==> config.mk <==
export PLATFORM = sky130hd
export DESIGN_NAME = status_aux_calib_cmd_handler
export DESIGN_NICKNAME = d
export VERILOG_FILES = /design/src/core/status_cmd_pkg.sv /design/src/core/cond_if.sv /design/src/core/status_aux_calib_cmd_handler.sv /design/src/core/sticky_flags.sv
export SDC_FILE = /design/constraint.sdc
export NUM_CORES = 1
export LEC_CHECK = 0
export ABC_AREA = 1
export BUFFER_PORTS_ARGS = -buffer_cell sky130_fd_sc_hd__buf_2
export CAP_MARGIN = 20
export CELL_PAD_IN_SITES_DETAIL_PLACEMENT = 0
export CELL_PAD_IN_SITES_GLOBAL_PLACEMENT = 1
export CORE_ASPECT_RATIO = 1.25
export CORE_MARGIN = 2
export CORE_UTILIZATION = 41
export CTS_CLUSTER_SIZE = 20
export DETAILED_ROUTE_END_ITERATION = 12
export GPL_TIMING_DRIVEN = 0
export PLACE_DENSITY = 0.9
export SLEW_MARGIN = 40
export SYNTH_ARGS = -nofsm -noshare
export SYNTH_HDL_FRONTEND = slang
export SYNTH_SLANG_ARGS = --single-unit
==> constraint.sdc <==
create_clock -name ref_clk -period 1.5 [get_ports ref_clk]
set_clock_uncertainty 0.05 [all_clocks]
set_input_delay 0.225 -clock ref_clk [delete_from_list [all_inputs] [get_ports ref_clk]]
set_output_delay 0.225 -clock ref_clk [all_outputs]
set_load 0.02 [all_outputs]
==> src/core/status_cmd_pkg.sv <==
// package: command codes, widths, defaults for the status/aux/calibration command handler
package status_cmd_pkg;

    localparam int           COND_W        = 8;       // number of operating condition bits
    localparam int           CMD_W         = 4;       // command code width
    localparam int           ADDR_W        = 4;       // register port address width
    localparam int           DATA_W        = 16;      // register port data width

    // command codes written to the command register
    localparam logic [CMD_W-1:0] CMD_NONE        = 4'h0;
    localparam logic [CMD_W-1:0] CMD_ACCUM_Q     = 4'h1;  // accum_status_query
    localparam logic [CMD_W-1:0] CMD_LIVE_Q      = 4'h2;  // live_status_query
    localparam logic [CMD_W-1:0] CMD_FAULT_Q     = 4'h3;  // fault query
    localparam logic [CMD_W-1:0] CMD_BLOCK       = 4'h4;  // condition blocking
    localparam logic [CMD_W-1:0] CMD_ENABLE      = 4'h5;  // condition_enable_cmd
    localparam logic [CMD_W-1:0] CMD_ENABLE_Q    = 4'h6;  // condition_enable_query
    localparam logic [CMD_W-1:0] CMD_AUX1        = 4'h7;  // aux_out_one
    localparam logic [CMD_W-1:0] CMD_AUX1_Q      = 4'h8;  // aux_out_one_query
    localparam logic [CMD_W-1:0] CMD_AUX2        = 4'h9;  // aux_out_two
    localparam logic [CMD_W-1:0] CMD_AUX2_Q      = 4'hA;  // aux_out_two_query
    localparam logic [CMD_W-1:0] CMD_RESTORE     = 4'hB;  // restore_defaults_cmd
    localparam logic [CMD_W-1:0] CMD_CAL         = 4'hC;  // calibration_flag_cmd
    localparam logic [CMD_W-1:0] CMD_CAL_Q       = 4'hD;  // calibration_flag_query

    // register port map
    localparam logic [ADDR_W-1:0] OFS_CMD        = 4'h0;  // write: cmd in [3:0], arg in [15:8]
    localparam logic [ADDR_W-1:0] OFS_REPLY      = 4'h1;  // read: last reply value
    localparam logic [ADDR_W-1:0] OFS_STATE      = 4'h2;  // read: live state summary

    // command register field positions
    localparam int           CMD_LSB       = 0;
    localparam int           ARG_LSB       = 8;

    // state summary field positions
    localparam int           ST_AUX1_BIT   = 0;
    localparam int           ST_AUX2_BIT   = 1;
    localparam int           ST_CAL_BIT    = 2;
    localparam int           ST_PEND_BIT   = 3;
    localparam int           ST_FAULT_BIT  = 4;
    localparam int           ST_VALID_BIT  = 5;

    // power-on values
    localparam logic [COND_W-1:0] ENABLE_RST  = 8'h00;
    localparam logic [COND_W-1:0] FLAGS_RST   = 8'h00;
    localparam logic              AUX_RST     = 1'b0;
    localparam logic              CAL_RST     = 1'b0;
    localparam logic [DATA_W-1:0] DATA_RST    = 16'h0000;

    // command decoder states
    typedef enum logic [1:0] {
        ST_IDLE,
        ST_EXEC
    } cmd_state_t;

endpackage : status_cmd_pkg

==> src/core/cond_if.sv <==
// interface: condition flag register update bundle between top and flag modules
`timescale 1ns/10ps
interface cond_if;
    import status_cmd_pkg::*;
    logic [COND_W-1:0] live;       // live status this cycle
    logic [COND_W-1:0] gate;       // which live bits may set flags
    logic              clr;        // clear request pulse
    logic [COND_W-1:0] flags;      // sticky flags
    modport ctrl (output live, output gate, output clr, input flags);
    modport flag (input live, input gate, input clr, output flags);
endinterface : cond_if

==> src/core/status_aux_calib_cmd_handler.sv <==
// top: status, fault mask, aux outputs, restore and calibration command handler
//
// Operation
// - accumulated bit latches any live high
// - accumulated layout equals live layout
// - accumulated query clears after capture
// - reply value is summed bit weights
// - live query returns present conditions
// - fault query returns enabled latched faults
// - blocking command masks selected conditions
// - enabling command selects fault conditions
// - enable query returns enabled set
// - aux one set by arg, active low
// - aux one query returns stored setting
// - aux two set by arg, active low
// - aux two query returns stored setting
// - restore defaults and empty fault register
// - restore leaves calibration flag alone
// - local restore deferred until remote
// - calibration flag set/cleared by arg
// - calibration query returns flag
// - faults drive fault line; query clears
`timescale 1ns/10ps
module status_aux_calib_cmd_handler
    import status_cmd_pkg::*;
(
    input  wire logic              ref_clk,     // 100 MHz system clock
    input  wire logic              rstn,        // synchronous reset, active low
    input  wire logic [COND_W-1:0] cond_in,     // operating condition pins
    input  wire logic              remote_in,   // high when under remote control
    input  wire logic [ADDR_W-1:0] addr,        // register address
    input  wire logic [DATA_W-1:0] wdata,       // write data
    input  wire logic              wr,          // write strobe
    input  wire logic              rd,          // read strobe
    output logic      [DATA_W-1:0] rdata,       // read data, cycle after rd
    output logic                   reply_valid, // one-cycle pulse when reply updates
    output logic                   fault_out,   // high while any fault bit is set
    output logic                   aux_one_n,   // aux output one, active low
    output logic                   aux_two_n,   // aux output two, active low
    output logic                   cal_mode     // calibration mode flag
);

    // everything below runs on ref_clk alone; only the
    // condition pins and the remote level pass synchronisers

    // ---- input synchronisers: pins pass three flops ----
    logic [COND_W-1:0] cond_s1_ff;   // first stage, read only by stage two
    logic [COND_W-1:0] cond_s2_ff;
    logic [COND_W-1:0] cond_s3_ff;
    logic [COND_W-1:0] live_ff;      // live status register
    logic [COND_W-1:0] nxt_live;
    logic              rem_s1_ff;    // first stage, read only by stage two
    logic              rem_s2_ff;
    logic              rem_s3_ff;
    logic              remote_ff;    // filtered remote level
    logic              nxt_remote;

    // a one-cycle glitch never reaches the live register;
    // the price is about four cycles of latency

    // a bit changes only once stages two and three agree
    genvar gi;
    generate
        for (gi = 0; gi < COND_W; gi++) begin : g_cond_filt
            assign nxt_live[gi] = (cond_s2_ff[gi] == cond_s3_ff[gi]) ?
                                  cond_s2_ff[gi] : live_ff[gi];
        end
    endgenerate
    assign nxt_remote = (rem_s2_ff == rem_s3_ff) ? rem_s2_ff : remote_ff;

    // stage one feeds stage two only, so a metastable
    // value has a full cycle to settle
    // synchroniser and live status sampling, every cycle
    always_ff @(posedge ref_clk) begin
        if (!rstn) begin
            cond_s1_ff <= FLAGS_RST;
            cond_s2_ff <= FLAGS_RST;
            cond_s3_ff <= FLAGS_RST;
            live_ff    <= FLAGS_RST;
            rem_s1_ff  <= 1'b0;
            rem_s2_ff  <= 1'b0;
            rem_s3_ff  <= 1'b0;
            remote_ff  <= 1'b0;
        end else begin
            cond_s1_ff <= cond_in;
            cond_s2_ff <= cond_s1_ff;
            cond_s3_ff <= cond_s2_ff;
            live_ff    <= nxt_live;
            rem_s1_ff  <= remote_in;
            rem_s2_ff  <= rem_s1_ff;
            rem_s3_ff  <= rem_s2_ff;
            remote_ff  <= nxt_remote;
        end
    end

    // ---- command decode ----
    // code in the low nibble, argument in the high byte;
    // a write to any other address is ignored

    logic [CMD_W-1:0]  cmd_code;      // command field of write data
    logic [7:0]        cmd_arg;       // argument field of write data
    logic              cmd_wr;        // write to command register
    logic              arg_on;        // argument nonzero means 1/ON
    cmd_state_t        state_ff;      // decoder state
    cmd_state_t        nxt_state;
    logic [CMD_W-1:0]  cmd_ff;        // latched command
    logic [7:0]        arg_ff;        // latched argument

    assign cmd_code = wdata[CMD_LSB +: CMD_W];
    assign cmd_arg  = wdata[ARG_LSB +: 8];
    assign cmd_wr   = wr && (addr == OFS_CMD);
    // any nonzero value as on avoids a third state
    // that every setting would have to refuse
    // host side maps ON to 1 and OFF to 0; any nonzero counts as on
    assign arg_on   = (arg_ff != 8'h00);

    // two states suffice: the port never stalls, so a
    // write during execution simply runs next cycle

    // one command latched, executed next cycle; a new write always restarts
    always_comb begin
        nxt_state = state_ff;
        case (state_ff)
            ST_IDLE: nxt_state = cmd_wr ? ST_EXEC : ST_IDLE;
            ST_EXEC: nxt_state = cmd_wr ? ST_EXEC : ST_IDLE;
            default: nxt_state = ST_IDLE;
        endcase
    end

    // exec is high for one cycle per accepted write
    logic              exec;          // latched command executes this cycle
    assign exec = (state_ff == ST_EXEC);

    // code and argument are latched together, so a
    // later strobe never pairs with a stale argument
    // command latch
    always_ff @(posedge ref_clk) begin
        if (!rstn) begin
            state_ff <= ST_IDLE;
            cmd_ff   <= CMD_NONE;
            arg_ff   <= 8'h00;
        end else begin
            state_ff <= nxt_state;
            if (cmd_wr) begin
                cmd_ff <= cmd_code;
                arg_ff <= cmd_arg;
            end
        end
    end

    // ---- settings ----
    // a setting changes only when its own command
    // runs, or when a restore is applied
    logic [COND_W-1:0] enable_ff;     // conditions allowed to raise faults
    logic [COND_W-1:0] nxt_enable;
    logic              aux1_ff;       // stored aux one setting
    logic              nxt_aux1;
    logic              aux2_ff;       // stored aux two setting
    logic              nxt_aux2;
    logic              cal_ff;        // calibration mode flag
    logic              nxt_cal;
    logic              pend_ff;       // restore held back while local
    logic              nxt_pend;
    logic              do_restore;    // apply defaults this cycle
    logic              is_restore;    // restore command executing

    // under local control a restore only arms pend_ff;
    // defaults land on the first cycle of remote_ff high
    assign is_restore = exec && (cmd_ff == CMD_RESTORE);
    // local restore waits for remote; remote restore applies now
    assign do_restore = (is_restore && remote_ff) || (pend_ff && remote_ff);
    assign nxt_pend   = remote_ff ? 1'b0 : (pend_ff || is_restore);

    // a held-back restore that lands in the cycle of
    // another command wins; the host must resend that
    // command if it still wants it

    // setting update; a restore takes precedence over a command executing in the same cycle
    always_comb begin
        nxt_enable = enable_ff;
        nxt_aux1   = aux1_ff;
        nxt_aux2   = aux2_ff;
        nxt_cal    = cal_ff;
        if (do_restore) begin
            nxt_enable = ENABLE_RST;
            nxt_aux1   = AUX_RST;
            nxt_aux2   = AUX_RST;
            // calibration flag deliberately kept
        end else if (exec) begin
            case (cmd_ff)
                CMD_BLOCK:  nxt_enable = enable_ff & ~arg_ff;
                CMD_ENABLE: nxt_enable = arg_ff;
                CMD_AUX1:   nxt_aux1   = arg_on;
                CMD_AUX2:   nxt_aux2   = arg_on;
                CMD_CAL:    nxt_cal    = arg_on;
                default:    nxt_cal    = cal_ff;                 // others touch no setting
            endcase
        end
    end

    // plain flops with a synchronous reset; a restore also clears all but cal_ff
    // setting registers
    always_ff @(posedge ref_clk) begin
        if (!rstn) begin
            enable_ff <= ENABLE_RST;
            aux1_ff   <= AUX_RST;
            aux2_ff   <= AUX_RST;
            cal_ff    <= CAL_RST;
            pend_ff   <= 1'b0;
        end else begin
            enable_ff <= nxt_enable;
            aux1_ff   <= nxt_aux1;
            aux2_ff   <= nxt_aux2;
            cal_ff    <= nxt_cal;
            pend_ff   <= nxt_pend;
        end
    end

    // ---- accumulated and fault flags ----
    // both registers share one sticky flag design and
    // differ only in gate mask and clear source;
    // accumulation is never masked, faults only if enabled

    cond_if acc_if ();                // accumulated status bundle
    cond_if flt_if ();                // fault register bundle

    logic              acc_clr;       // accumulated query clears
    logic              flt_clr;       // fault query or restore clears

    assign acc_clr     = exec && (cmd_ff == CMD_ACCUM_Q);
    assign flt_clr     = (exec && (cmd_ff == CMD_FAULT_Q)) || do_restore;
    // gating every bit on keeps the accumulated
    // layout equal to the live one bit for bit
    // same bit positions as the live register, every bit may accumulate
    assign acc_if.live = live_ff;
    assign acc_if.gate = {COND_W{1'b1}};
    assign acc_if.clr  = acc_clr;
    // only enabled conditions may latch faults
    assign flt_if.live = live_ff;
    assign flt_if.gate = enable_ff;
    assign flt_if.clr  = flt_clr;

    // accumulated status, cleared by its own query
    sticky_flags u_accum (
        .ref_clk (ref_clk),
        .rstn    (rstn),
        .cif     (acc_if.flag)
    );

    // fault register, cleared by its query or a restore
    sticky_flags u_fault (
        .ref_clk (ref_clk),
        .rstn    (rstn),
        .cif     (flt_if.flag)
    );

    // ---- reply ----
    // the reply is held in binary; the host side
    // turns it into the decimal text on the line

    logic [DATA_W-1:0] reply_ff;      // last reply value
    logic [DATA_W-1:0] nxt_reply;
    logic              rvalid_ff;     // reply updated pulse
    logic              nxt_rvalid;

    // only queries pulse reply_valid; set commands
    // leave the previous reply for a late reader
    // reply is the binary register value, i.e. the sum of set bit weights
    always_comb begin
        nxt_reply  = reply_ff;
        nxt_rvalid = 1'b0;
        if (exec) begin
            nxt_rvalid = 1'b1;
            case (cmd_ff)
                CMD_ACCUM_Q:  nxt_reply = {8'h00, acc_if.flags};
                CMD_LIVE_Q:   nxt_reply = {8'h00, live_ff};
                CMD_FAULT_Q:  nxt_reply = {8'h00, flt_if.flags};
                CMD_ENABLE_Q: nxt_reply = {8'h00, enable_ff};
                CMD_AUX1_Q:   nxt_reply = {15'h0000, aux1_ff};
                CMD_AUX2_Q:   nxt_reply = {15'h0000, aux2_ff};
                CMD_CAL_Q:    nxt_reply = {15'h0000, cal_ff};
                default:      nxt_rvalid = 1'b0;                 // set commands give no reply
            endcase
        end
    end

    // the reply stands until the next query
    // reply registers
    always_ff @(posedge ref_clk) begin
        if (!rstn) begin
            reply_ff  <= DATA_RST;
            rvalid_ff <= 1'b0;
        end else begin
            reply_ff  <= nxt_reply;
            rvalid_ff <= nxt_rvalid;
        end
    end

    // ---- register read port ----
    // reads have no side effect, so polling the
    // state word never disturbs a flag

    logic [DATA_W-1:0] state_word;    // live state summary
    logic [DATA_W-1:0] rd_mux;        // selected read value
    logic [DATA_W-1:0] rdata_ff;

    assign state_word = {10'h000, rvalid_ff, fault_out, pend_ff, cal_ff, aux2_ff, aux1_ff};
    // unmapped addresses and the command register read as zero
    assign rd_mux = (addr == OFS_REPLY) ? reply_ff :
                    (addr == OFS_STATE) ? state_word : DATA_RST;

    // zero between reads keeps stale data off the bus
    // read data stands only in the cycle after the strobe
    always_ff @(posedge ref_clk) begin
        if (!rstn) begin
            rdata_ff <= DATA_RST;
        end else begin
            rdata_ff <= rd ? rd_mux : DATA_RST;
        end
    end

    // ---- outputs ----
    // the fault line trails the fault register by one
    // cycle and drops once the fault query empties it

    logic fault_line_ff;              // registered fault line
    always_ff @(posedge ref_clk) begin
        if (!rstn) begin
            fault_line_ff <= 1'b0;
        end else begin
            fault_line_ff <= (flt_if.flags != FLAGS_RST);
        end
    end

    // aux pins are active low: a stored 1 pulls down
    assign rdata       = rdata_ff;
    assign reply_valid = rvalid_ff;
    assign fault_out   = fault_line_ff;
    assign aux_one_n   = ~aux1_ff;
    assign aux_two_n   = ~aux2_ff;
    assign cal_mode    = cal_ff;

endmodule : status_aux_calib_cmd_handler

==> src/core/sticky_flags.sv <==
// module: sticky flag register, set wins over clear
`timescale 1ns/10ps
module sticky_flags
    import status_cmd_pkg::*;
(
    input  wire logic ref_clk,
    input  wire logic rstn,
    cond_if.flag      cif
);
    logic [COND_W-1:0] flags_ff;     // held flags
    logic [COND_W-1:0] nxt_flags;    // next flag value
    logic [COND_W-1:0] set_bits;     // bits being set this cycle

    assign set_bits  = cif.live & cif.gate;
    // clear drops old bits only; a new set in the same cycle survives
    assign nxt_flags = (cif.clr ? {COND_W{1'b0}} : flags_ff) | set_bits;
    assign cif.flags = flags_ff;

    // flags update every cycle
    always_ff @(posedge ref_clk) begin
        if (!rstn) begin
            flags_ff <= FLAGS_RST;
        end else begin
            flags_ff <= nxt_flags;
        end
    end
endmodule : sticky_flags

==> results of run 1 <==
-- routing by layer --
metal,GRT usage,up-vias,routed length [µm],part of all wire
met1,0.194,1379,3530,0.45
li1,-,1714,-,-
met2,0.300,77,3900,0.49
met3,0.0352,14,316,0.040
met5,0,-,0,0
met4,0.0554,0,155,0.020
-- layout make-up --
type                    instances  share of cell area
plain buffers                  22              0.0304
clock inverters                 7              0.0163
clock buffers                   9              0.0488
multi-input cells             301               0.321
flip-flops and latches         95               0.414
inverters                      91              0.0757
repair buffers                 49              0.0607
well taps                     123              0.0334
-- worst max-delay path, cell delays in order (launching register included) --
cell and delay (ps):
dfxtp_1 310, buf_6 130, buf_4 140, nor2_4 110, nand2_1 70, nand4_2 80
nand2_2 80, buf_6 160, a21oi_1 140, nand2_1 70, inv_1 60
-- cells in the mapped netlist, drive strengths merged --
master,number,area [µm²]
a21oi,49,249
buf,13,106
clkbuf,9,33.8
clkinv,1,3.75
conb,1,3.75
dfxtp,95,1900
inv,90,340
nand2,87,357
nand3,28,145
nand4,10,68.8
nor2,61,269
nor3,9,45.0
nor4,5,31.3
o21ai,37,185
o22ai,6,37.5
or2,1,6.26
-- power groups by stage --
stage               Combinational (mW)  Sequential [mW]  Clock (mW)
floorplan                        0.140             2.63           0
global placement                 0.204             2.64           0
detailed placement               0.209             2.64           0
CTS                              0.214             2.58        2.29
global route                     0.247             2.58        2.40
finish                           0.217             2.58        2.24
-- timing repair --
| action | CTS | global route |
|---|---|---|
| buffers inserted | 4 | 5 |
| setup endpoints to repair | 7 | 25 |
| pin swaps | 1 | 7 |
| gates resized for setup | 3 | 24 |
-- registers in the layout, summed over array words and instances, names as in the netlist, 4 cells and up --
register and flops:
u_accum.cif.flags 8, reply_ff 8, enable_ff 8, acc_if.live 8
u_fault.cif.flags 8, cond_s2_ff 8, cmd_ff 4, rdata 8
arg_ff 8, cond_s1_ff 8, cond_s3_ff 8
-- logic make-up (layout without fill, tap and decap cells) --
family          count (synthesis)  in the layout  synth area share
simple gates                  201            201             0.244
compound gates                 92             92             0.125
other cells                     1              8          0.000991
flops                          95             95             0.503
buf+inv                       113            178             0.128
-- worst min-delay path by stage --
stage and endpoint:
2_1_floorplan cond_s1_ff[0], 3_3_place_gp rem_s2_ff, 3_5_place_dp cond_s2_ff[1], 4_1_cts cond_s1_ff[7]
5_1_grt cond_s1_ff[0], 6_report cond_s1_ff[5]
-- per-stage QoR --
| stage | area, µm² | hold WS (ps) | setup slack [ps] | util | power [mW] |
|---|---|---|---|---|---|
| 3_3_place_gp | 4160 | 342 | -102 | 0.459 | 2.84 |
| 3_5_place_dp | 4160 | 346 | -143 | 0.459 | 2.85 |
| 5_1_grt | 4610 | 20.7 | -32.2 | 0.508 | 5.23 |
| 6_report | 4610 | 11.7 | 62.5 | 0.508 | 5.04 |
| 2_1_floorplan | 3810 | 273 | 205 | - | 2.77 |
| 4_1_cts | 4500 | 6.41 | 45.7 | 0.496 | 5.08 |
==> run_summary.xml, run 1 <==
<?xml version="1.0" encoding="UTF-8"?>
<metrics>
  <group name="status">
    <metric name="status" unit="">completed</metric>
  </group>
  <group name="critical_path">
    <metric name="reg2reg_slack" unit="ps">60</metric>
    <metric name="critical_path_peak_fanout" unit="">10</metric>
    <metric name="critPathArrivalTime" unit="ps">1670</metric>
    <metric name="worst_setup_path_startpoint" unit="">cmd_ff[1]</metric>
    <metric name="worst-r2r-cell-count" unit="">10</metric>
    <metric name="r2r-end" unit="">reply_ff[4]</metric>
    <metric name="timing_worst_setup_path_type" unit="">reg -&gt; reg</metric>
    <metric name="r2r_start" unit="">cmd_ff[1]</metric>
    <metric name="endpoint" unit="">reply_ff[4]</metric>
    <metric name="timing.critical_path.required" unit="ps">1740</metric>
    <metric name="cp-end-kind" unit="">register</metric>
    <metric name="crit_path_start_kind" unit="">register</metric>
  </group>
  <group name="sta">
    <metric name="achievable-frequency" unit="MHz">696</metric>
    <metric name="finalSetupViolCount" unit="">0</metric>
    <metric name="final_min_period_over_clock_period" unit="">0.958</metric>
    <metric name="worst-slew-pin-transition" unit="ps">612</metric>
    <metric name="grt_setup_unrepaired" unit="">true</metric>
    <metric name="final_hold_viol_count" unit="">0</metric>
    <metric name="final.setup.tns" unit="ps">0</metric>
    <metric name="layout_min_cycle_time" unit="ps">1440</metric>
    <metric name="finalMaxSlewViolations" unit="">0</metric>
    <metric name="timing.max_slew.rel_slack" unit="">0.592</metric>
  </group>
  <group name="clock_network">
    <metric name="cts_root_buffer" unit="">clkbuf_16</metric>
    <metric name="clock_tree_from_tritoncts" unit="">built</metric>
    <metric name="cts.reportedPaths.clkPinSlew" unit="ps">80</metric>
    <metric name="cts-htree-levels" unit="">3</metric>
    <metric name="cts_buffers" unit="">9</metric>
    <metric name="cts.hold.buffers_added" unit="">0</metric>
    <metric name="clock-sinks" unit="">95</metric>
    <metric name="worstSkewPairLatency" unit="ps">340</metric>
    <metric name="cts_max_path_buffers" unit="">2</metric>
  </group>
  <group name="final_layout">
    <metric name="antenna_cells" unit="">0</metric>
    <metric name="n_fill_cell" unit="">902</metric>
    <metric name="syn2layout_area_growth" unit="%">22.0</metric>
    <metric name="final_cell_count_no_fill" unit="">697</metric>
    <metric name="num-nets-final" unit="">602</metric>
    <metric name="final_layout_size_suffix_gt1_frac" unit="">0.207</metric>
    <metric name="multiInputGateArea" unit="µm²">1480</metric>
    <metric name="final_common_cell" unit="">dfxtp_1</metric>
    <metric name="layout_common_cells" unit="">dfxtp_1, inv_1, nand2_1</metric>
    <metric name="sequential_cell_area" unit="µm²">1910</metric>
  </group>
  <group name="global_routing">
    <metric name="initial_antenna_violation_count" unit="">0</metric>
    <metric name="globalRouteTotalUtil" unit="">0.165</metric>
    <metric name="vias_in_the_first_global_route" unit="">3087</metric>
    <metric name="globalRouteOverflowTotal" unit="">0</metric>
    <metric name="grt_first_pass_wirelength" unit="µm">13600</metric>
    <metric name="grt_max_degree" unit="">20</metric>
  </group>
  <group name="min_path">
    <metric name="worst_hold_path_type" unit="">in -&gt; reg</metric>
    <metric name="hold_path_depth" unit="">3</metric>
    <metric name="holdCritStartpoint" unit="">cond_in[5]</metric>
  </group>
  <group name="detailed_routing">
    <metric name="remaining_drc_errors" unit="">0</metric>
    <metric name="detailedRoute.firstPassIterationCount" unit="">4</metric>
    <metric name="postRouteAntennaNets" unit="">0</metric>
    <metric name="iteration_0_drc_markers" unit="">132</metric>
    <metric name="drt_wl_total" unit="µm">7910</metric>
    <metric name="routedWlPerCell" unit="µm">11.3</metric>
    <metric name="detailroute.via_count" unit="">3184</metric>
    <metric name="vias_per_cell" unit="">4.57</metric>
  </group>
  <group name="placed_design">
    <metric name="io_buffer_count" unit="">40</metric>
    <metric name="dp_hpwl" unit="µm">5860</metric>
    <metric name="place.gp.congestion" unit="">0.881</metric>
    <metric name="numPlacedInstances" unit="">672</metric>
  </group>
  <group name="run">
    <metric name="max-cap-violations" unit="">0</metric>
  </group>
  <group name="synth">
    <metric name="yosys.cell_types.count" unit="">28</metric>
    <metric name="yosys_register_bits" unit="">95</metric>
    <metric name="synth-warning-count" unit="">0</metric>
    <metric name="mappedNetlistArea" unit="µm²">3780</metric>
    <metric name="synthesis.area_per_instance" unit="µm²">7.54</metric>
    <metric name="yosysSeqAreaShare" unit="">0.503</metric>
    <metric name="syn-instance-count" unit="">502</metric>
  </group>
  <group name="floorplan">
    <metric name="initial_utilization" unit="">0.417</metric>
    <metric name="horizontal_die_dimension" unit="µm">89.9</metric>
    <metric name="ios" unit="">54</metric>
    <metric name="die-height" unit="µm">111</metric>
    <metric name="die-area" unit="µm²">10000</metric>
    <metric name="core" unit="µm²">9080</metric>
    <metric name="fp-row-count" unit="">39</metric>
  </group>
  <group name="pwr">
    <metric name="power.combinational.fraction" unit="">0.043</metric>
    <metric name="power.sequential.fraction" unit="">0.512</metric>
    <metric name="clock_group_share_of_total_power" unit="">0.445</metric>
    <metric name="power.density" unit="nW/µm²">1090</metric>
    <metric name="switching_share" unit="">0.241</metric>
    <metric name="power.internal" unit="mW">3.82</metric>
    <metric name="p_sw" unit="mW">1.22</metric>
    <metric name="power.leakage" unit="nW">2.01</metric>
    <metric name="peakVddDrop" unit="µV">743</metric>
  </group>
</metrics>
(Power assumes the default switching activity.)
==> run 2: changes to the inputs <==
==> constraint.sdc (replaced) <==
create_clock -name ref_clk -period 1.5 [get_ports ref_clk]
set_clock_uncertainty 0.05 [all_clocks]
set_input_delay 0.15 -clock ref_clk [delete_from_list [all_inputs] [get_ports ref_clk]]
set_output_delay 0.15 -clock ref_clk [all_outputs]
set_load 0.02 [all_outputs]
==> run_summary.xml, run 2 (synthesized netlist as in run 1, its figures left out) <==
<?xml version="1.0" encoding="UTF-8"?>
<metrics>
  <group name="floorplan">
    <metric name="core" unit="µm²">9080</metric>
    <metric name="die-area" unit="µm²">10000</metric>
    <metric name="horizontal_die_dimension" unit="µm">89.9</metric>
    <metric name="initial_utilization" unit="">0.417</metric>
    <metric name="fp-row-count" unit="">39</metric>
    <metric name="die-height" unit="µm">111</metric>
    <metric name="ios" unit="">54</metric>
  </group>
  <group name="global_routing">
    <metric name="vias_in_the_first_global_route" unit="">3152</metric>
    <metric name="initial_antenna_violation_count" unit="">0</metric>
    <metric name="globalRouteTotalUtil" unit="">0.168</metric>
    <metric name="grt_max_degree" unit="">20</metric>
    <metric name="globalRouteOverflowTotal" unit="">0</metric>
    <metric name="grt_first_pass_wirelength" unit="µm">13800</metric>
  </group>
  <group name="pwr">
    <metric name="p_sw" unit="mW">1.22</metric>
    <metric name="peakVddDrop" unit="µV">745</metric>
    <metric name="power.density" unit="nW/µm²">1080</metric>
    <metric name="switching_share" unit="">0.241</metric>
    <metric name="clock_group_share_of_total_power" unit="">0.444</metric>
    <metric name="power.leakage" unit="nW">2.05</metric>
    <metric name="power.sequential.fraction" unit="">0.510</metric>
    <metric name="power.internal" unit="mW">3.84</metric>
    <metric name="power.combinational.fraction" unit="">0.047</metric>
  </group>
  <group name="critical_path">
    <metric name="cp-end-kind" unit="">register</metric>
    <metric name="timing.critical_path.slowest_cell_delay" unit="ps">310</metric>
    <metric name="r2r_start" unit="">cmd_ff[1]</metric>
    <metric name="critPathArrivalTime" unit="ps">1670</metric>
    <metric name="critical_path_peak_fanout" unit="">10</metric>
    <metric name="timing.critical_path.required" unit="ps">1740</metric>
    <metric name="crit_path_start_kind" unit="">register</metric>
    <metric name="worstPathCellList" unit="">buf_6 &gt; buf_4 &gt; nor2_4 &gt; nand2_1 &gt; nand4_2 &gt; nand2_2 &gt; buf_6 &gt; a21oi_1 &gt; nand2_1 &gt; inv_1</metric>
    <metric name="timing_worst_setup_path_type" unit="">reg -&gt; reg</metric>
    <metric name="worst_setup_path_startpoint" unit="">cmd_ff[1]</metric>
    <metric name="slowest_stage" unit="">dfxtp_1</metric>
  </group>
  <group name="final_layout">
    <metric name="sequential_cell_area" unit="µm²">1910</metric>
    <metric name="final_area" unit="µm²">4700</metric>
    <metric name="num-nets-final" unit="">611</metric>
    <metric name="final_layout_size_suffix_gt1_frac" unit="">0.204</metric>
    <metric name="multiInputGateArea" unit="µm²">1480</metric>
    <metric name="antenna_cells" unit="">0</metric>
    <metric name="layout_common_cells" unit="">dfxtp_1, inv_1, nand2_1</metric>
    <metric name="final_cell_count_no_fill" unit="">706</metric>
    <metric name="syn2layout_area_growth" unit="%">24.3</metric>
    <metric name="final_common_cell" unit="">dfxtp_1</metric>
    <metric name="n_fill_cell" unit="">893</metric>
  </group>
  <group name="placed_design">
    <metric name="io_buffer_count" unit="">40</metric>
    <metric name="placedInstanceArea" unit="µm²">4160</metric>
    <metric name="place.gp.congestion" unit="">0.881</metric>
    <metric name="preCtsSetupSlack" unit="ps">-67.6</metric>
    <metric name="numPlacedInstances" unit="">672</metric>
    <metric name="dp_hpwl" unit="µm">5860</metric>
  </group>
  <group name="detailed_routing">
    <metric name="detailedRoute.firstPassIterationCount" unit="">4</metric>
    <metric name="drt_wl_total" unit="µm">8040</metric>
    <metric name="routedWlPerCell" unit="µm">11.4</metric>
    <metric name="vias_per_cell" unit="">4.54</metric>
    <metric name="postRouteAntennaNets" unit="">0</metric>
    <metric name="iteration_0_drc_markers" unit="">121</metric>
    <metric name="remaining_drc_errors" unit="">0</metric>
    <metric name="detailroute.via_count" unit="">3205</metric>
  </group>
  <group name="sta">
    <metric name="achievable-frequency" unit="MHz">696</metric>
    <metric name="finalSetupViolCount" unit="">0</metric>
    <metric name="final_hold_viol_count" unit="">0</metric>
    <metric name="setup_ws" unit="ps">63.7</metric>
    <metric name="timing.max_slew.rel_slack" unit="">0.595</metric>
    <metric name="finalMaxSlewViolations" unit="">0</metric>
    <metric name="final_min_period_over_clock_period" unit="">0.958</metric>
    <metric name="layout_min_cycle_time" unit="ps">1440</metric>
    <metric name="worst-slew-pin-transition" unit="ps">607</metric>
    <metric name="grt_setup_unrepaired" unit="">true</metric>
    <metric name="final.setup.tns" unit="ps">0</metric>
    <metric name="timing.hold.ws" unit="ps">39.4</metric>
  </group>
  <group name="clock_network">
    <metric name="cts_root_buffer" unit="">clkbuf_16</metric>
    <metric name="clock_tree_from_tritoncts" unit="">built</metric>
    <metric name="clock-sinks" unit="">95</metric>
    <metric name="worstSkewPairLatency" unit="ps">340</metric>
    <metric name="cts_buffers" unit="">9</metric>
    <metric name="cts-htree-levels" unit="">3</metric>
    <metric name="cts_max_path_buffers" unit="">2</metric>
    <metric name="cts.reportedPaths.clkPinSlew" unit="ps">70</metric>
  </group>
  <group name="min_path">
    <metric name="worst_hold_path_type" unit="">in -&gt; reg</metric>
    <metric name="holdCritStartpoint" unit="">wdata[0]</metric>
  </group>
  <group name="run">
    <metric name="max-cap-violations" unit="">0</metric>
  </group>
  <group name="status">
    <metric name="status" unit="">completed</metric>
  </group>
</metrics>
## run 2: cell count changes in the layout (fill, tap and decap cells not counted), sizes merged
cell         change
dlygate4sd3      +9
## run 2: power by group through the flow
stage | logic (mW) | registers, mW | clock network [mW]
final | 0.236 | 2.58 | 2.25
after global routing | 0.266 | 2.58 | 2.40
after floorplan | 0.140 | 2.63 | 0
after CTS | 0.232 | 2.58 | 2.29
after global placement | 0.204 | 2.64 | 0
after detailed placement | 0.209 | 2.64 | 0
## run 2: critical path, delay by kind of cell (launching register included)
| family | cells | cell delay (ps) |
|---|---|---|
| AOI/OAI and AO/OA | 1 | 140 |
| buffers and inverters | 4 | 480 |
| DFF | 1 | 310 |
| and+or+nand+nor | 5 | 410 |
## run 2: layout make-up
| class | instances | area share |
|---|---|---|
| plain buffers | 22 | 0.0298 |
| multi-input cells | 301 | 0.315 |
| well taps | 123 | 0.0327 |
| repair buffers | 58 | 0.0787 |
| clock buffers | 9 | 0.0479 |
| inverters | 91 | 0.0742 |
| flip-flops and latches | 95 | 0.406 |
| clock inverters | 7 | 0.0160 |
## run 2: timing repair
item / CTS / global route
buffers inserted: 4 / 5
hold endpoints to repair: 9 / 0
gates resized for setup: 3 / 24
endpoints found under the setup margin: 7 / 25
pin swaps: 1 / 7
hold buffers: 9 / 0
## run 2: final timing paths
check | to | slack (ps) | depth (start not counted)
max reg2reg | reply_ff[4] | 60 | 10
max | reply_ff[4] | 60 | 10
min reg2reg | cond_s2_ff[2] | 360 | 2
min | cmd_ff[0] | 40 | 3
## run 2: metrics by stage
step                       util  power, mW
final                     0.518       5.06
after global routing      0.518       5.25
after CTS                 0.506       5.10
after detailed placement  0.459       2.85
after global placement    0.459       2.84
after floorplan               -       2.77
## run 2: metal layers
metal  global-route usage  vias up  wire length, µm
met5                    0        -                0
li1                     -     1732                -
met2                0.308       71             4010
met3               0.0352       14              311
met4               0.0554        0              155
met1                0.195     1388             3560
